**src/rtl/rt_table_pkg.sv**
```systemverilog
// constants shared by the data-table manager and its bench.
// assumes a 16-bit shared RAM of 8K words and a classic wishbone host.
package rt_table_pkg;

  // ==========================================================
  // register map (byte addresses, one 32-bit word each)
  localparam logic [7:0] REG_CONFIG = 8'h00;
  localparam logic [7:0] REG_PTR_BASE = 8'h04;
  localparam logic [7:0] REG_STATUS = 8'h08;

  // config register fields
  localparam int CFG_SEP_BROADCAST = 0;
  localparam int CFG_LEGACY = 1;
  localparam int CFG_TAG_SELECT = 2;
  localparam int CFG_PULSE_CTRL = 3;
  localparam logic [3:0] CFG_RESET = 4'h0;
  localparam logic [12:0] PTR_BASE_RESET = 13'h0000;

  // status register fields
  localparam int ST_BUSY = 0;
  localparam int ST_MSG_ERR = 1;
  localparam int ST_SSF = 2;
  localparam int ST_IDX_LSB = 8;

  // ==========================================================
  // pointer-table indices
  localparam logic [6:0] IDX_TX_BASE = 7'h20;
  localparam logic [6:0] IDX_MODE_BASE = 7'h40;
  localparam logic [6:0] IDX_BROADCAST_BASE = 7'h60;
  localparam logic [6:0] IDX_BROADCAST_SA31 = 7'h7F;
  localparam logic [4:0] SA_MODE_LOW = 5'h00;
  localparam logic [4:0] SA_MODE_HIGH = 5'h1F;

  // defined mode codes: 0-8 and 16-21
  localparam logic [31:0] MODE_DEFINED = 32'h003F_01FF;

  // ==========================================================
  // command word fields
  localparam int CMD_TR = 10;
  localparam int CMD_SA_LSB = 5;

  // tag word fields
  localparam int TAG_FRESH = 15;
  localparam int TAG_SSF_EN = 14;
  localparam int TAG_BROADCAST = 13;
  localparam int TAG_PULSE_LSB = 8;
  localparam int TAG_LOCK = 7;
  localparam int TAG_INVALID = 6;
  localparam int TAG_STALE = 5;
  localparam logic [3:0] PULSE_CMD_CODE = 4'hE;

  // pointer word fields
  localparam int PTR_IRQ_REQ = 15;
  localparam int PTR_TT_HI = 14;
  localparam int PTR_TT_LO = 0;

  // ==========================================================
  // timing
  localparam int CLK_PERIOD_NS = 10;
  localparam int PULSE_NS = 1000;
  localparam int PULSE_CYCLES = PULSE_NS / CLK_PERIOD_NS;

endpackage

```
**src/rtl/rt_data_table_manager.sv**
```systemverilog
// remote-terminal data-table manager: maps commands to pointer-table
// slots, runs the locked tag handshake and moves message data words.
// assumes a same-clock bus front end and a shared-RAM arbiter that
// answers each request with a one-cycle ack after at least one cycle.
//
// How it works
// - index from t/r and subaddress: rx 1-30, tx 33-62, mode 64-95
// - config bit 0 moves broadcast receive to indices 97-127
// - legacy option makes subaddress 31 an ordinary subaddress
// - zero pointer address: illegal command, error status, no data moved
// - undefined mode codes are ignored entirely
// - tag-select config bit decides if first table word is a tag word
// - tag bit 15 marks the table freshly updated
// - tag bit 14 lets stale transmit or overwrite raise subsystem flag
// - tag bit 13 records whether data came from a broadcast
// - tag bits 11:8 choose a discrete pulse or the pulse-command pin
// - tag bit 7 held high while the table is in use
// - tag bit 6 marks table contents invalid
// - tag bit 5 flags overwrite of unread data or stale transmit
// - command count field is copied into tag bits 4:0
// - pointer bit 15 requests header push and interrupt at message end when msg_ok_i is set
// - pointer bits 13:1 give the table word address in lowest 8K
// - pointer bits 14,0 select time tagging and tag transmission
// - fetch pointer, lock, transfer, unlock and update fresh bit
// - untouched table at access start sets the overrun bit
// - pointer read to tag write back is locked against the host
`timescale 1ns/1ns

module rt_data_table_manager
  import rt_table_pkg::*;
#(
  parameter int PULSE_LEN = rt_table_pkg::PULSE_CYCLES
) (
  // clock and reset
  input wire logic clk_i,
  input wire logic rst_i,
  // wishbone register slave
  input wire logic wb_cyc_i,
  input wire logic wb_stb_i,
  input wire logic wb_we_i,
  input wire logic [7:0] wb_adr_i,
  input wire logic [3:0] wb_sel_i,
  input wire logic [31:0] wb_dat_i,
  output logic [31:0] wb_dat_o,
  output logic wb_ack_o,
  // shared ram master
  output logic mem_req_o,
  output logic mem_we_o,
  output logic [12:0] mem_addr_o,
  output logic [15:0] mem_wdata_o,
  output logic mem_lock_o,
  input wire logic mem_ack_i,
  input wire logic [15:0] mem_rdata_i,
  // command from the bus front end
  input wire logic cmd_valid_i,
  input wire logic [15:0] cmd_word_i,
  input wire logic cmd_broadcast_i,
  input wire logic [31:0] time_tag_i,
  output logic cmd_done_o,
  output logic message_error_flag_o,
  output logic subsystem_flag_o,
  output logic cmd_ignored_o,
  // data words
  input wire logic rx_valid_i,
  input wire logic [15:0] rx_data_i,
  output logic rx_ready_o,
  input wire logic tx_req_i,
  output logic tx_valid_o,
  output logic [15:0] tx_data_o,
  input wire logic msg_end_i,
  input wire logic msg_ok_i,
  // completion events
  output logic hdr_push_o,
  output logic [15:0] hdr_o,
  output logic table_interrupt_request_o,
  output logic [7:0] io_pulse_o,
  output logic pulse_command_pin_o,
  output logic busy_o
);

  // ==========================================================
  // state
  typedef enum logic [3:0] {
    S_IDLE = 4'b0000,
    S_PTR = 4'b0001,
    S_TAG = 4'b0010,
    S_LOCK = 4'b0011,
    S_TTH = 4'b0100,
    S_TTL = 4'b0101,
    S_DATA = 4'b0110,
    S_RXWR = 4'b0111,
    S_TXRD = 4'b1000,
    S_END = 4'b1001,
    S_FIN = 4'b1010
  } phase_type;

  typedef struct packed {
    phase_type st;
    logic [3:0] cfg;
    logic [12:0] base;
    logic [6:0] idx;
    logic [15:0] cmd;
    logic bcast;
    logic [15:0] ptr;
    logic [15:0] tag;
    logic stale;
    logic ok;
    logic [12:0] widx;
    logic [1:0] tt_sent;
    logic [31:0] ttime;
    logic [31:0] wb_dat;
    logic wb_ack;
    logic mem_req;
    logic mem_we;
    logic [12:0] mem_addr;
    logic [15:0] mem_wdata;
    logic mem_lock;
    logic done;
    logic msg_err;
    logic ssf;
    logic ign;
    logic rx_ready;
    logic tx_valid;
    logic [15:0] tx_data;
    logic hdr_push;
    logic irq;
    logic [7:0] io_pulse;
    logic pulse_cmd;
    logic [15:0] pulse_cnt;
    logic busy;
  } state_type;

  state_type q, d;

  // ==========================================================
  // helpers
  function automatic logic is_mode(input logic [15:0] c, input logic leg);
    logic [4:0] sa;
    sa = c[CMD_SA_LSB +: 5];
    is_mode = (sa == SA_MODE_LOW) || (sa == SA_MODE_HIGH && !leg);
  endfunction

  function automatic logic [6:0] table_index(input logic [15:0] c,
      input logic b, input logic sep, input logic leg);
    logic [6:0] sa;
    sa = {2'b00, c[CMD_SA_LSB +: 5]};
    if (is_mode(c, leg))
      table_index = IDX_MODE_BASE + {2'b00, c[4:0]};
    else if (c[CMD_TR])
      table_index = IDX_TX_BASE + sa;
    else if (b && sep)
      table_index = (sa == {2'b00, SA_MODE_HIGH}) ? IDX_BROADCAST_SA31 :
                    IDX_BROADCAST_BASE + sa;
    else
      table_index = sa;
  endfunction

  // ==========================================================
  // next-state logic
  always_comb begin
    logic tag_on;
    logic tr;
    logic [6:0] ix;
    tag_on = !q.cfg[CFG_TAG_SELECT];
    tr = q.cmd[CMD_TR];
    ix = table_index(cmd_word_i, cmd_broadcast_i, q.cfg[CFG_SEP_BROADCAST],
                     q.cfg[CFG_LEGACY]);
    d = q;
    d.done = 1'b0;
    d.tx_valid = 1'b0;
    d.hdr_push = 1'b0;
    d.irq = 1'b0;
    // register slave: answers every address, unmapped reads zero
    d.wb_ack = wb_cyc_i && wb_stb_i && !q.wb_ack;
    d.wb_dat = 32'h0000_0000;
    if (wb_cyc_i && wb_stb_i && !q.wb_ack) begin
      if (wb_we_i && wb_sel_i[0] && wb_adr_i == REG_CONFIG)
        d.cfg = wb_dat_i[3:0];
      if (wb_we_i && wb_adr_i == REG_PTR_BASE) begin
        if (wb_sel_i[0])
          d.base[7:0] = wb_dat_i[7:0];
        if (wb_sel_i[1])
          d.base[12:8] = wb_dat_i[12:8];
      end
      case (wb_adr_i)
        REG_CONFIG: d.wb_dat = {28'h000_0000, q.cfg};
        REG_PTR_BASE: d.wb_dat = {19'h0_0000, q.base};
        REG_STATUS: begin
          d.wb_dat[ST_BUSY] = q.st != S_IDLE;
          d.wb_dat[ST_MSG_ERR] = q.msg_err;
          d.wb_dat[ST_SSF] = q.ssf;
          d.wb_dat[ST_IDX_LSB +: 7] = q.idx;
        end
        default: d.wb_dat = 32'h0000_0000;
      endcase
    end
    // pulse stretcher for discrete outputs
    if (q.pulse_cnt != 16'h0000)
      d.pulse_cnt = q.pulse_cnt - 16'h0001;
    else begin
      d.io_pulse = 8'h00;
      d.pulse_cmd = 1'b0;
    end
    // a request is dropped in the cycle after its ack
    if (q.mem_req && mem_ack_i)
      d.mem_req = 1'b0;
    case (q.st)
      S_IDLE: begin
        if (cmd_valid_i) begin
          d.cmd = cmd_word_i;
          d.bcast = cmd_broadcast_i;
          d.ttime = time_tag_i;
          d.idx = ix;
          d.tt_sent = 2'b00;
          d.msg_err = 1'b0;
          d.ssf = 1'b0;
          d.ign = 1'b0;
          if (is_mode(cmd_word_i, q.cfg[CFG_LEGACY]) &&
              !MODE_DEFINED[cmd_word_i[4:0]]) begin
            d.ign = 1'b1;
            d.done = 1'b1;
          end else begin
            d.mem_req = 1'b1;
            d.mem_we = 1'b0;
            d.mem_addr = q.base + {6'h00, ix};
            d.mem_lock = 1'b1;
            d.st = S_PTR;
          end
        end
      end
      S_PTR: begin
        if (mem_ack_i) begin
          d.ptr = mem_rdata_i;
          if (mem_rdata_i[13:1] == 13'h0000) begin
            d.msg_err = 1'b1;
            d.done = 1'b1;
            d.mem_lock = 1'b0;
            d.st = S_IDLE;
          end else if (tag_on) begin
            d.mem_req = 1'b1;
            d.mem_addr = mem_rdata_i[13:1];
            d.st = S_TAG;
          end else begin
            d.mem_lock = 1'b0;
            d.widx = mem_rdata_i[13:1];
            d.stale = 1'b0;
            d.st = S_LOCK;
          end
        end
      end
      S_TAG: begin
        if (mem_ack_i) begin
          d.tag = mem_rdata_i;
          d.stale = tr ? !mem_rdata_i[TAG_FRESH] :
                    mem_rdata_i[TAG_FRESH];
          d.ssf = mem_rdata_i[TAG_SSF_EN] &&
                  (tr ? !mem_rdata_i[TAG_FRESH] :
                   mem_rdata_i[TAG_FRESH]);
          d.mem_req = 1'b1;
          d.mem_we = 1'b1;
          d.mem_wdata = mem_rdata_i;
          d.mem_wdata[TAG_LOCK] = 1'b1;
          d.widx = q.mem_addr + 13'h0001;
          d.st = S_LOCK;
        end
      end
      S_LOCK: begin
        // time tag words sit right after the tag word
        if (!tag_on || mem_ack_i) begin
          d.mem_lock = 1'b0;
          if (q.ptr[PTR_TT_HI]) begin
            d.mem_req = 1'b1;
            d.mem_we = 1'b1;
            d.mem_addr = q.widx;
            d.mem_wdata = q.ttime[31:16];
            d.st = S_TTH;
          end else begin
            d.done = 1'b1;
            d.rx_ready = !tr;
            d.st = S_DATA;
          end
        end
      end
      S_TTH: begin
        if (mem_ack_i) begin
          d.mem_req = 1'b1;
          d.mem_addr = q.widx + 13'h0001;
          d.mem_wdata = q.ttime[15:0];
          d.st = S_TTL;
        end
      end
      S_TTL: begin
        if (mem_ack_i) begin
          d.widx = q.widx + 13'h0002;
          d.done = 1'b1;
          d.rx_ready = !tr;
          d.st = S_DATA;
        end
      end
      S_DATA: begin
        if (msg_end_i) begin
          d.ok = msg_ok_i;
          d.rx_ready = 1'b0;
          if (tag_on) begin
            d.mem_req = 1'b1;
            d.mem_we = 1'b1;
            d.mem_addr = q.ptr[13:1];
            d.mem_wdata = q.tag;
            d.mem_wdata[TAG_FRESH] = !tr;
            d.mem_wdata[TAG_BROADCAST] = q.bcast && msg_ok_i && !tr;
            d.mem_wdata[TAG_LOCK] = 1'b0;
            d.mem_wdata[TAG_INVALID] = !msg_ok_i;
            d.mem_wdata[TAG_STALE] = q.tag[TAG_STALE] || q.stale;
            d.mem_wdata[4:0] = q.cmd[4:0];
            d.st = S_END;
          end else
            d.st = S_FIN;
        end else if (!tr && rx_valid_i && q.rx_ready) begin
          d.rx_ready = 1'b0;
          d.mem_req = 1'b1;
          d.mem_we = 1'b1;
          d.mem_addr = q.widx;
          d.mem_wdata = rx_data_i;
          d.st = S_RXWR;
        end else if (tr && tx_req_i) begin
          if (q.ptr[PTR_TT_HI] && q.ptr[PTR_TT_LO] &&
              q.tt_sent != 2'b10) begin
            // tag goes out first, high word first
            d.tx_valid = 1'b1;
            d.tx_data = (q.tt_sent == 2'b00) ? q.ttime[31:16] :
                        q.ttime[15:0];
            d.tt_sent = q.tt_sent + 2'b01;
          end else begin
            d.mem_req = 1'b1;
            d.mem_we = 1'b0;
            d.mem_addr = q.widx;
            d.st = S_TXRD;
          end
        end
      end
      S_RXWR: begin
        if (mem_ack_i) begin
          d.widx = q.widx + 13'h0001;
          d.rx_ready = 1'b1;
          d.st = S_DATA;
        end
      end
      S_TXRD: begin
        if (mem_ack_i) begin
          d.tx_valid = 1'b1;
          d.tx_data = mem_rdata_i;
          d.widx = q.widx + 13'h0001;
          d.st = S_DATA;
        end
      end
      S_END: begin
        if (mem_ack_i)
          d.st = S_FIN;
      end
      S_FIN: begin
        d.st = S_IDLE;
        if (q.ok) begin
          if (tag_on && q.cfg[CFG_PULSE_CTRL]) begin
            if (q.tag[TAG_PULSE_LSB +: 4] >= 4'h1 &&
                q.tag[TAG_PULSE_LSB +: 4] <= 4'h8) begin
              d.io_pulse = 8'h01 << (q.tag[TAG_PULSE_LSB +: 4] - 4'h1);
              d.pulse_cmd = 1'b0; // a new pulse cuts any older one short
              d.pulse_cnt = 16'(PULSE_LEN - 1);
            end else if (q.tag[TAG_PULSE_LSB +: 4] == PULSE_CMD_CODE) begin
              d.pulse_cmd = 1'b1;
              d.io_pulse = 8'h00;
              d.pulse_cnt = 16'(PULSE_LEN - 1);
            end
          end
          if (q.ptr[PTR_IRQ_REQ]) begin
            d.hdr_push = 1'b1;
            d.irq = 1'b1;
          end
        end
      end
      default: d.st = S_IDLE;
    endcase
    // busy kept as its own flop so the pin is a bare register
    d.busy = d.st != S_IDLE;
  end

  // ==========================================================
  // state register
  always_ff @(posedge clk_i) begin
    if (rst_i) begin
      q <= '0;
      q.st <= S_IDLE;
      q.cfg <= CFG_RESET;
      q.base <= PTR_BASE_RESET;
    end else begin
      q <= d;
    end
  end

  // ==========================================================
  // outputs straight from the state register
  assign wb_dat_o = q.wb_dat;
  assign wb_ack_o = q.wb_ack;
  assign mem_req_o = q.mem_req;
  assign mem_we_o = q.mem_we;
  assign mem_addr_o = q.mem_addr;
  assign mem_wdata_o = q.mem_wdata;
  assign mem_lock_o = q.mem_lock;
  assign cmd_done_o = q.done;
  assign message_error_flag_o = q.msg_err;
  assign subsystem_flag_o = q.ssf;
  assign cmd_ignored_o = q.ign;
  assign rx_ready_o = q.rx_ready;
  assign tx_valid_o = q.tx_valid;
  assign tx_data_o = q.tx_data;
  assign hdr_push_o = q.hdr_push;
  assign hdr_o = q.cmd;
  assign table_interrupt_request_o = q.irq;
  assign io_pulse_o = q.io_pulse;
  assign pulse_command_pin_o = q.pulse_cmd;
  assign busy_o = q.busy;

endmodule // rt_data_table_manager

```
**config.mk**
```make
export PLATFORM = sky130hd
export DESIGN_NAME = rt_data_table_manager
export DESIGN_NICKNAME = d
export VERILOG_FILES = /design/src/rtl/rt_table_pkg.sv /design/src/rtl/rt_data_table_manager.sv
export SDC_FILE = /design/constraint.sdc
export NUM_CORES = 1
export LEC_CHECK = 0
export ABC_AREA = 1
export BUFFER_PORTS_ARGS = -buffer_cell sky130_fd_sc_hd__buf_4
export CAP_MARGIN = 20
export CORE_AREA = 2 2 125 175
export CTS_BUF_LIST = sky130_fd_sc_hd__clkbuf_8
export CTS_CLUSTER_DIAMETER = 200
export DETAILED_ROUTE_END_ITERATION = 16
export DIE_AREA = 0 0 127 177
export HOLD_SLACK_MARGIN = 0.05
export PLACE_DENSITY_LB_ADDON = 0.3
export SLEW_MARGIN = 40
export SYNTH_ARGS = -nofsm -noshare
export SYNTH_HDL_FRONTEND = slang
export SYNTH_SLANG_ARGS = --single-unit
```
**constraint.sdc**
```tcl
create_clock -name clk_i -period 6.9 [get_ports clk_i]
set_input_delay 1.725 -clock clk_i [delete_from_list [all_inputs] [get_ports clk_i]]
set_output_delay 1.725 -clock clk_i [all_outputs]
set_load 0.02 [all_outputs]
```
### Word level (Yosys, flattened, before mapping)

Memories as Yosys holds them, arrays and structs flattened.
Index checks and enable logic that the tools add are counted.

| word-level totals | value |
|---|---|
| logic and storage cells | 267 |
| input port bits | 136 |
| register bits | 240 |
| output and inout bits | 115 |
| latch bits | 0 |
| memories kept | 1 |
| bits in writable memories | 0 |
| memory bits (read-only) | 32 |

Memories:

| name | words | width | rd ports | clocked after memory_dff | write ports | line | source |
|---|---|---|---|---|---|---|---|
| (no name shown) | 32 | 1 | 1 | 0 | 0 | rt_data_table_manager.sv:219 | `!MODE_DEFINED[cmd_word_i[4:0]]) begin` |

| operators by class | value |
|---|---|
| equality and inequality tests | 40 |
| mux-type cells | 104 |
| magnitude comparators | 3 |
| bitwise gates (word level) | 3 |
| multipliers | 0 |
| reduce and logical (&&, ||, !) cells | 70 |
| add/subtract/negate cells | 10 |
| shift-type cells | 1 |
| divide/modulo/power cells | 0 |

Operators by type and width:

| operator | number |
|---|---|
| 25-bit 2-to-1 mux | 5 |
| 13-bit 2-to-1 mux | 9 |
| 31-bit 2-to-1 mux | 3 |
| 17-bit 2-to-1 mux | 5 |
| 15-bit 2-to-1 mux | 5 |
| 13-bit case mux with 5 select lines | 1 |
| 16-bit 2-to-1 mux | 4 |
| 16-bit case mux with 4 select lines | 1 |
| 4-bit 2-to-1 mux | 13 |
| 13-bit case mux with 4 select lines | 1 |
| 2-bit != test, second input constant | 20 |
| 34-bit 2-to-1 mux | 1 |
| 17-bit case mux with 2 select lines | 1 |
| 33-bit 2-to-1 mux | 1 |
| 4-bit case mux with 8 select lines | 1 |
| 29-bit 2-to-1 mux | 1 |
| 7-bit 2-to-1 mux | 4 |
| 13-bit by 1-bit adder with 13-bit output, second input constant | 2 |
| 1-bit 2-to-1 mux | 24 |
| 6-bit AND reduction | 4 |
| 4-bit nonzero test | 6 |
| 1-bit logical AND | 19 |
| 2-bit 2-to-1 mux | 9 |
| 4-bit by 3-bit == test with 1-bit output, second input constant | 4 |
| 53 further kinds | 87 |

### Longest topological paths before layout

Gate-level depths: netlist (run 1).

| logic depth | value |
|---|---|
| word-level depth | 9 |
| gate-level depth with buffers | 20 |
| mapped depth without buffers | 20 |

### Worst setup path after synthesis (run 1)

No wires, ideal clock.

| path | value |
|---|---|
| path type | input to register |
| from | in cmd_word_i[9] |
| to | reg q (netlist bit mem_addr_o[10]) |
| data arrival time | 3.775 ns |
| data required time | 6.784 ns |
| library setup time | 0.116 ns |
| cell stages on the path | 19 |
| slack | 3.009 ns |
| buffers on the path | 0 |
| cells stage by stage | inv_1 > nor2_1 > nand3_1 > nand2_1 > inv_1 > o21ai_0 > ha_1 > inv_1 > fa_1 > inv_1 > nand3_1 > nand3_1 > nand2_1 > nand2_1 > nand3b_1 > nand3_1 > nand2_1 > nor2_1 > nor2_1 |

| between the ends | value |
|---|---|
| longest elaborated chain between the ends | 9 |
| elaborated cells on any way between the ends | 17 |
| those cells by class | add/sub (3); eq/ne (2); mux (7); reduce/logical (5) |

Ends and longest elaborated chain:

| element | line | source |
|---|---|---|
| start: declaration | rt_data_table_manager.sv:56 | `input wire logic [15:0] cmd_word_i,` |
| 6-bit by 6-bit adder with 7-bit output or 5-bit == test (tied branches) | rt_data_table_manager.sv:153, rt_data_table_manager.sv:140, rt_data_table_manager.sv:152 |  |
| 7-bit 2-to-1 mux | rt_data_table_manager.sv:152 | `table_index = (sa == {2'b00, SA_MODE_HIGH}) ? IDX_BROADCAST_SA31 :` |
| 7-bit 2-to-1 mux | rt_data_table_manager.sv:151 | `else if (b && sep)` |
| 7-bit 2-to-1 mux | rt_data_table_manager.sv:149 | `else if (c[CMD_TR])` |
| 7-bit 2-to-1 mux | rt_data_table_manager.sv:147 | `if (is_mode(c, leg))` |
| 13-bit by 7-bit adder with 13-bit output | rt_data_table_manager.sv:225 | `d.mem_addr = q.base + {6'h00, ix};` |
| 15-bit 2-to-1 mux | rt_data_table_manager.sv:218 | `if (is_mode(cmd_word_i, q.cfg[CFG_LEGACY]) &&` |
| 15-bit 2-to-1 mux | rt_data_table_manager.sv:209 | `if (cmd_valid_i) begin` |
| 13-bit case mux with 5 select lines | rt_data_table_manager.sv:207 | `case (q.st)` |
| end: declaration | rt_data_table_manager.sv:133 | `state_type q, d;` |

Several ways; a longest one is shown, not always the timed one. The select of a mux whose other input is x is not followed.
A chain may end at the register's enable or synchronous reset.

### Final worst setup path (run 1)

| path | value |
|---|---|
| from | in cmd_word_i[9] |
| to | reg q (netlist bit mem_addr_o[8]) |

Same word-level chain as after synthesis.

==> results of run 1 <==
-- routing by layer --
| layer | wire length, um | GRT usage | vias up |
|---|---|---|---|
| met4 | 3460 | 0.261 | 2 |
| met3 | 3190 | 0.0589 | 218 |
| met2 | 20200 | 0.612 | 714 |
| met1 | 15600 | 0.415 | 6121 |
| li1 | - | - | 6419 |
| met5 | 11 | 0 | - |
-- power by group through the flow --
stage                     registers (mW)  logic, mW  clock network [mW]
after floorplan                     1.50      0.772                   0
after global placement              1.53      0.984                   0
after detailed placement            1.54       1.01                   0
after CTS                           1.51       1.01                1.17
after global routing                1.53       1.13                1.23
final                               1.52       1.02                1.16
-- how the worst max path moves through the flow --
| stage | start | endpoint | slack (ns) | cells past startpoint |
|---|---|---|---|---|
| 2_1_floorplan | cmd_word_i[9] | mem_addr_o[10] | 3.01 | 19 |
| 3_3_place_gp | cmd_word_i[9] | mem_addr_o[10] | 2.24 | 20 |
| 3_5_place_dp | cmd_word_i[9] | mem_addr_o[8] | 2.13 | 20 |
| 4_1_cts | cmd_word_i[9] | mem_addr_o[8] | 2.68 | 20 |
| 5_1_grt | cmd_word_i[9] | mem_addr_o[12] | 2.37 | 20 |
| 6_report | cmd_word_i[9] | mem_addr_o[8] | 2.63 | 20 |
-- cell type report --
type | instances | area, sq um
inverters | 212 | 801
clock inverters | 23 | 165
clock buffers | 41 | 564
flip-flops and latches | 214 | 4280
repair buffers | 218 | 1640
fillers | 1907 | 6620
multi-input cells | 1342 | 6570
well taps | 260 | 325
-- kinds of logic (layout without fill, tap and decap cells) --
logic type      after synthesis  after routing
simple gates                861            861
compound gates              433            433
buf+inv                     389            494
flops                       214            214
xor+xnor                     17             17
fa+ha+maj                    14             14
other cells                   1             17
-- stage by stage --
stage | power [mW] | worst slack [ns] | cells | hold WS [ns] | area (sq um)
final | 3.71 | 2.63 | 2310 | 0.453 | 14300
after global routing | 3.89 | 2.37 | 2310 | 0.472 | 14300
after CTS | 3.70 | 2.68 | 2310 | 0.451 | 14300
after detailed placement | 2.54 | 2.13 | 2246 | 0.438 | 13600
after global placement | 2.52 | 2.24 | 2246 | 0.436 | 13600
after floorplan | 2.27 | 3.01 | 1945 | 0.422 | 12800
-- state kept, by name, summed over array words and instances, names as in the netlist, 8 cells and up --
name	cells
mem_wdata_o	16
io_pulse_o	8
tx_data_o	16
hdr_o	16
q	117
mem_addr_o	13
wb_dat_o	15
-- synthesized netlist by cell type, drive strengths merged, types with 3 or more instances --
cell type / instances
nand2: 365
nor2: 271
dfxtp: 214
inv: 205
o21ai: 194
a21oi: 165
buf: 134
nand3: 132
clkbuf: 43
nand4: 43
nor3: 32
a211oi: 18
a22oi: 18
ha: 13
xor2: 12
o22ai: 11
nand3b: 9
o211ai: 9
clkinv: 7
a31oi: 6
or2: 6
o21a: 5
xnor2: 5
o21bai: 4
nor4: 3
-- tightest hold or removal path: stages (launching register included) --
cell and delay, ns:
dfxtp_1 0.30, inv_1 0.06, a21oi_1 0.05
==> flow_metrics.tcl, run 1 <==
set metrics [dict create \
    r2r_setup_slack_ns 3.59 \
    swShare 0.364 \
    seq_power_share 0.409 \
    synthCells 1929 \
    antenna_left 0 \
    cts.reportedPaths.clkPinSlew_ns 0.06 \
    drt_iter0_drc 1419 \
    htree_levels 2 \
    ys_warn_count 0 \
    syn-cell-area_sq_um 12700 \
    maxCapViolCount 0 \
    wirelength_mm 42.4 \
    status "complete, no violations" \
    final_cell_mix "347 x nand2_1, 256 x nor2_1, 218 x buf_4, 214 x dfxtp_1, 209 x inv_1" \
    path_buf_inv 5 \
    synth.top_cell.area_share 0.337 \
    cp-start-kind "primary input" \
    clk-insertion-delay-late_ns 0.56 \
    fin_crit_ns 4.27 \
    synth_edf_count 0 \
    chipWidth_um 127 \
    skew_ns 0.0329 \
    ir_drop_uv 197 \
    slew-limit-headroom 0.446 \
    area_growth_pct 12.8 \
    crit_type "in2reg" \
    drive_gt1_frac 0.164 \
    synth-compound-area-share 0.188 \
    worstHoldEndpoint "q[189]" \
    r2r-start "q[234]" \
    total_leakage_power_nw 6.56 \
    initial_utilization 0.606 \
    post_cts_resized 0 \
    final_max_slew_viol_count 0 \
    hpwlAfterDp_mm 31.3 \
    first_global_vias 12400 \
    hold_path_depth 2 \
    p_int_mw 2.36 \
    rsz0062_at_grt "no" \
    core_sq_um 21000 \
    final_net_count 2173 \
    viasPerCell 5.83 \
    drcViolationCount 0 \
    synth_top_area_cell "dfxtp_1" \
    numCtsBuffers 35 \
    fmax_ghz 0.234 \
    io_buffers 212 \
    final.setup.tns_ns 0 \
    power_frac_comb 0.277 \
    rr_endpoint "mem_addr_o[8]" \
    pwr-share-clk 0.314 \
    finalCritPeriodShare 0.620 \
    worst_hold_path_type "reg2reg" \
    switchingPower_mw 1.35 \
    grt_pass1_wl_mm 64.6 \
    async_flop_share 0 \
    min_from "q[189]" \
    setup_violations 0 \
    routedWlPerCell_um 18.4 \
    max_stage_delay_ns 0.57 \
    crit_fanout 8 \
    clkSinkCount 214 \
    cts_tree "built" \
    worstPathArrival_ns 4.70 \
    yosys.area_share.simple 0.297 \
    fp.dieH_um 177 \
    synth-seq-cells 214 \
    crit_top_cell "nand2_1" \
    ys_top_cells_by_area "dfxtp_1 34%, nand2_1 10%, nor2_1 7.6%" \
    dr.pass1.iters 9 \
    path_cells "buf_4, inv_1, nor2_1, nand3_1, nand2_1, inv_1, o21ai_0, ha_1, inv_1, fa_1, inv_1, nand3_1, nand3_1, nand2_1, nand2_1, nand2_1, nand3b_1, nand2_1, nor2_1, nor2_1" \
    yosys.area_share.adder 0.0144 \
    avgSynthCellArea_sq_um 6.59 \
    gr-total-overflow 0 \
    grt_max_degree 69 \
    ys_seq_area_frac 0.337 \
    diodes 0 \
    num_rows 63 \
    vias 13500 \
    track_usage 0.363 \
    io_pins 251 \
    cts_setup_buffers 0 \
    synthMuxAreaShare 0 \
    critical_path_required_ns 7.32 \
    final_common_cell "nand2_1" \
    synth_ff_type "dfxtp_1" \
    reg2reg_depth 18 \
    synthXorXnorAreaFrac 0.0117 \
    die_area_sq_um 22500 \
    cts-root-buf "clkbuf_8" \
    cts_hold_buf 0 \
    tightest_slew_ns 0.822 \
    fin_util 0.684 \
    synth_top_family_by_area "simple AND/OR/NAND/NOR gates" \
    clock_path_buffers 3 \
    crit_path_end_kind "flip-flop" \
    final_hold_viol_count 0 \
    ys_types 46 \
    gp_congestion 0.969 \
    antenna_found_initial 1 \
    crit_family "simple AND/OR/NAND/NOR gates" \
    cpMaxStageDelayCell "o21ai_0" \
    p_per_area_nw_per_um2 258 \
]
Note: power is estimated with default switching activity, not from simulation.
==> run 2, diff against run 1 <==
Settings changed: ABC_AREA 1 to 0.
Clock period 6.9 ns to 4.35 ns, I/O delays scaled along.
==> flow_metrics.tcl, run 2 <==
set metrics [dict create \
    core_sq_um 21000 \
    numCtsBuffers 35 \
    ys_top_cells_by_area "dfxtp_1 37%, nand2_1 7.1%, buf_4 6.6%" \
    worst_hold_path_type "reg2reg" \
    total_leakage_power_nw 5.42 \
    syn-cell-area_sq_um 11700 \
    num_rows 63 \
    crit_fanout 7 \
    rr_endpoint "mem_addr_o[6]" \
    htree_levels 2 \
    io_buffers 212 \
    largest_register_ffs 117 \
    cp-start-kind "primary input" \
    synth-seq-cells 214 \
    drive_gt1_frac 0.195 \
    cts.reportedPaths.clkPinSlew_ns 0.06 \
    drt_iter0_drc 1151 \
    p_per_area_nw_per_um2 441 \
    final_max_slew_viol_count 0 \
    die_area_sq_um 22500 \
    fin_util 0.644 \
    avgSynthCellArea_sq_um 7.79 \
    reg2reg_depth 13 \
    critical_path_required_ns 4.74 \
    place_ws_ns 0.230 \
    grt_max_degree 168 \
    worstPathArrival_ns 4.06 \
    fmax_ghz 0.272 \
    hpwlAfterDp_mm 26.9 \
    first_global_vias 11000 \
    drcViolationCount 0 \
    synth-compound-area-share 0.226 \
    cts_setup_buffers 0 \
    antenna_left 0 \
    cts-root-buf "clkbuf_8" \
    area_growth_pct 15.2 \
    viasPerCell 6.14 \
    wirelength_mm 37.6 \
    synthCells 1504 \
    final_common_cell "buf_4" \
    fp.dieH_um 177 \
    ys_types 73 \
    gp_congestion 0.959 \
    track_usage 0.328 \
    worstHoldEndpoint "q[188]" \
    yosys.area_share.simple 0.218 \
    setup_violations 0 \
    final_cell_mix "240 x buf_4, 221 x nand2_1, 214 x dfxtp_1, 162 x nor2_1, 132 x a21oi_1" \
    synth_ff_type "dfxtp_1" \
    routedWlPerCell_um 20.1 \
    vias 11500 \
    antenna_found_initial 0 \
    gr-total-overflow 0 \
    largest-register "q" \
    synth_edf_count 0 \
    r2r-start "q[234]" \
    min_from "q[188]" \
    maxCapViolCount 0 \
    power_mw 5.95 \
    rsz0062_at_grt "no" \
    n_fill_cell 1873 \
    synth_common_cells "222 x nand2_1, 214 x dfxtp_1, 162 x nor2_1, 132 x a21oi_1, 103 x buf_4" \
    cts_hold_buf 0 \
    cts_tree "built" \
    clk-insertion-delay-late_ns 0.54 \
    worst_slack_ns 0.676 \
    yosys.area_share.adder 0.0156 \
    hold_path_depth 2 \
    synth.most_common_cell "nand2_1" \
    diodes 0 \
    ys_seq_area_frac 0.366 \
    dr.pass1.iters 8 \
    chipWidth_um 127 \
    synthMuxAreaShare 0.0363 \
    crit_path_end_kind "flip-flop" \
    final.setup.tns_ns 0 \
    fin_crit_ns 3.67 \
    initial_utilization 0.559 \
    async_flop_share 0 \
    slew-limit-headroom 0.427 \
    synth_top_area_cell "dfxtp_1" \
    finalCritPeriodShare 0.845 \
    grt_pass1_wl_mm 58.7 \
    skew_ns 0.0223 \
    clkSinkCount 214 \
    final_net_count 1736 \
    final_hold_viol_count 0 \
    clock_path_buffers 3 \
    r2r_setup_slack_ns 0.96 \
    synthXorXnorAreaFrac 0.0269 \
    status "complete, no violations" \
    post_cts_resized 0 \
    ys_warn_count 0 \
    io_pins 251 \
    synth.top_cell.area_share 0.366 \
    ir_drop_uv 260 \
    synth_top_family_by_area "compound AO/OA/AOI/OAI gates" \
    crit_type "in2reg" \
    tightest_slew_ns 0.856 \
]
==> run 2: changes by cell type in the layout (fill, tap and decap cells not counted), moves of 21 or more <==
cell | previous run | this run
nand3_1 | 128 | 32
inv_1 | 209 | 31
nand4_1 | 43 | 8
nand2_1 | 347 | 221
xnor2_1 | 5 | 27
o21ai_0 | 183 | 66
nor2_1 | 256 | 162
mux2i_1 | 0 | 38
a21oi_1 | 153 | 132
buf_4 | 218 | 240
a221oi_1 | 0 | 37
==> run 2: worst max-delay path by stage <==
stage                     cells past startpoint  slack [ns]          start              to
after floorplan                              13        0.83  cmd_word_i[9]  mem_addr_o[10]
after global placement                       14        0.37  cmd_word_i[9]   mem_addr_o[6]
after detailed placement                     14        0.23  cmd_word_i[9]   mem_addr_o[6]
after CTS                                    14        0.76  cmd_word_i[9]   mem_addr_o[6]
after global routing                         14        0.40  cmd_word_i[9]   mem_addr_o[6]
final                                        14        0.68  cmd_word_i[9]   mem_addr_o[6]
==> run 2: layout make-up <==
class / count / area [sq um] / area share
Clock buffer: 42 / 578 / 0.0428
Clock inverter: 22 / 184 / 0.0136
Inverter: 22 / 82.6 / 0.00612
Multi-Input combinational cell: 1072 / 6220 / 0.461
Sequential cell: 214 / 4280 / 0.318
Tap cell: 260 / 325 / 0.0241
Timing Repair Buffer: 241 / 1820 / 0.135
==> run 2: layer usage <==
layer	up-vias	track usage	share of wire
li1	5404	-	-
met1	5365	0.386	0.38
met2	589	0.568	0.50
met3	134	0.0544	0.076
met4	0	0.175	0.053
met5	-	0	0
==> run 2: through the flow <==
step / cells / cell area, sq um / hold slack [ns]
after global routing: 1873 / 13500 / 0.474
after CTS: 1873 / 13500 / 0.456
after detailed placement: 1809 / 12700 / 0.447
after floorplan: 1520 / 11800 / 0.432
final: 1873 / 13500 / 0.454
after global placement: 1809 / 12700 / 0.438
==> run 2: cell families after synthesis <==
group           Yosys count
fa+ha+maj                14
flops                   214
mux                      42
simple gates            562
xor+xnor                 36
compound gates          401
buf+inv                 234
other cells               1
==> run 2: power breakdown <==
part           switching [mW]  internal (mW)  total (mW)  leakage [nW]
sequential              0.275           2.18        2.45          1.74
clock                   0.843           1.06        1.91         0.416
combinational           0.958          0.636        1.59          3.27
==> run 2: worst max-delay path, cell delays in order <==
cell	delay, ns
buf_4	0.10
and4b_1	0.19
nand3_1	0.18
nand2_1	0.26
a22o_1	0.26
ha_1	0.22
inv_1	0.06
fa_1	0.40
nand2b_1	0.20
a21oi_1	0.37
o21ai_0	0.16
and3_1	0.19
o21ai_0	0.25
a311oi_1	0.13
==> run 3, diff against run 2 <==
Settings changed: CORE_AREA 2 2 125 175 to 2 2 132 185, DIE_AREA 0 0 127 177 to 0 0 134 187.
Clock period 4.35 ns to 3 ns, I/O delays scaled along.
==> flow_metrics.tcl, run 3 (synthesized netlist as in run 2, its figures left out) <==
set metrics [dict create \
    largest_register_ffs 117 \
    rr_endpoint "mem_addr_o[4]" \
    cp-start-kind "flip-flop" \
    fin_util 0.592 \
    rsz0062_at_grt "yes" \
    diodes 0 \
    cp-startpoint "q[234]" \
    maxCapViolCount 0 \
    setup_violations 0 \
    first_global_vias 11100 \
    crit_path_end_kind "flip-flop" \
    drive_gt1_frac 0.219 \
    critical_path_required_ns 3.39 \
    antenna_left 0 \
    area_growth_pct 19.0 \
    cts-root-buf "clkbuf_8" \
    viasPerCell 5.95 \
    n_fill_cell 2165 \
    p_per_area_nw_per_um2 608 \
    worstSetupEndpoint "mem_addr_o[4]" \
    slew-limit-headroom 0.543 \
    reg2reg_depth 13 \
    whs_ns 0.453 \
    drt_iter0_drc 1238 \
    final_max_slew_viol_count 0 \
    worst_hold_path_type "reg2reg" \
    cts_hold_buf 0 \
    numCtsBuffers 34 \
    tightest_slew_ns 0.685 \
    die_area_sq_um 25100 \
    crit_fanout 6 \
    gr-total-overflow 0 \
    track_usage 0.304 \
    cts_tree "built" \
    grt_max_degree 120 \
    htree_levels 2 \
    routedWlPerCell_um 19.8 \
    fmax_ghz 0.360 \
    wirelength_mm 39.1 \
    antenna_found_initial 0 \
    r2r_setup_slack_ns 0.22 \
    cts.reportedPaths.clkPinSlew_ns 0.06 \
    num_rows 67 \
    final_hold_viol_count 0 \
    final_common_cell "buf_4" \
    grt_pass1_wl_mm 60.9 \
    vias 11800 \
    hpwlAfterDp_mm 28.7 \
    initial_utilization 0.497 \
    largest-register "q" \
    min_from "q[169]" \
    fin_crit_ns 2.78 \
    finalCritPeriodShare 0.927 \
    io_pins 251 \
    worstPathArrival_ns 3.17 \
    final_cell_mix "300 x buf_4, 220 x nand2_1, 214 x dfxtp_1, 162 x nor2_1, 131 x a21oi_1" \
    final_net_count 1795 \
    total_leakage_power_nw 5.72 \
    chipWidth_um 134 \
    clk-insertion-delay-late_ns 0.53 \
    ir_drop_uv 328 \
    skew_ns 0.0296 \
    gp_congestion 0.954 \
    dr.pass1.iters 8 \
    r2r-start "q[234]" \
    crit_type "reg2reg" \
    core_sq_um 23600 \
    io_buffers 212 \
    clkSinkCount 214 \
    status "complete, no violations" \
    clock_path_buffers 3 \
    drcViolationCount 0 \
    fp.dieH_um 187 \
]
## run 3: changes by cell type in the layout (fill, tap and decap cells not counted), sizes merged
cell,previous run,this run
clkinvlp,4,0
clkbuf,42,38
bufinv,3,2
inv,31,37
buf,241,301
clkinv,6,4
## run 3: worst min-delay path by stage
stage | slack (ns) | endpoint | cells past startpoint
floorplan | 0.43 | q[195] | 2
global placement | 0.44 | q[169] | 2
detailed placement | 0.44 | q[169] | 2
CTS | 0.44 | q[132] | 3
global route | 0.46 | q[136] | 3
finish | 0.45 | q[169] | 2
## run 3: final cells by class
class | instances | area, sq um | share of cell area
Sequential cell | 214 | 4280 | 0.307
Multi-Input combinational cell | 1072 | 6240 | 0.448
Clock inverter | 21 | 141 | 0.0101
Clock buffer | 38 | 523 | 0.0375
Inverter | 22 | 82.6 | 0.00593
Timing Repair Buffer | 301 | 2270 | 0.163
Tap cell | 310 | 388 | 0.0278
## run 3: report_power, final
group          internal [mW]  switching, mW
Combinational           1.00           1.43
Sequential              3.16          0.386
Clock                   1.34           1.17
## run 3: through the flow
stage | power [mW] | instances | setup WS [ns] | area [sq um] | TNS, ns
2_1_floorplan | 5.26 | 1520 | 0.0341 | 11800 | 0
3_3_place_gp | 5.94 | 1919 | -0.266 | 13300 | -1.71
3_5_place_dp | 5.98 | 1919 | -0.317 | 13300 | -2.34
4_1_cts | 8.49 | 1978 | 0.163 | 13900 | 0
5_1_grt | 8.90 | 1978 | -0.0122 | 13900 | -0.0122
6_report | 8.48 | 1978 | 0.220 | 13900 | 0
## run 3: timing repair
| item | in CTS | in global routing |
|---|---|---|
| resized for setup | 0 | 3 |
| buffers inserted | 0 | 0 |
| setup endpoints to repair | 0 | 5 |
## run 3: per-layer routing
metal	wire (um)	global-route usage
met2	19100	0.523
met4	2320	0.164
met5	0	0
met1	14800	0.360
met3	2870	0.0499
## run 3: worst max-delay path, stage by stage, from the launching register on
cell	delay, ns
dfxtp_1	0.33
and4b_1	0.26
nand3_2	0.11
nand2_4	0.13
a22o_1	0.19
ha_1	0.18
inv_1	0.06
fa_1	0.42
nand2b_4	0.18
a21oi_4	0.20
buf_4	0.13
a21oi_1	0.03
a222oi_1	0.30
a31oi_1	0.13
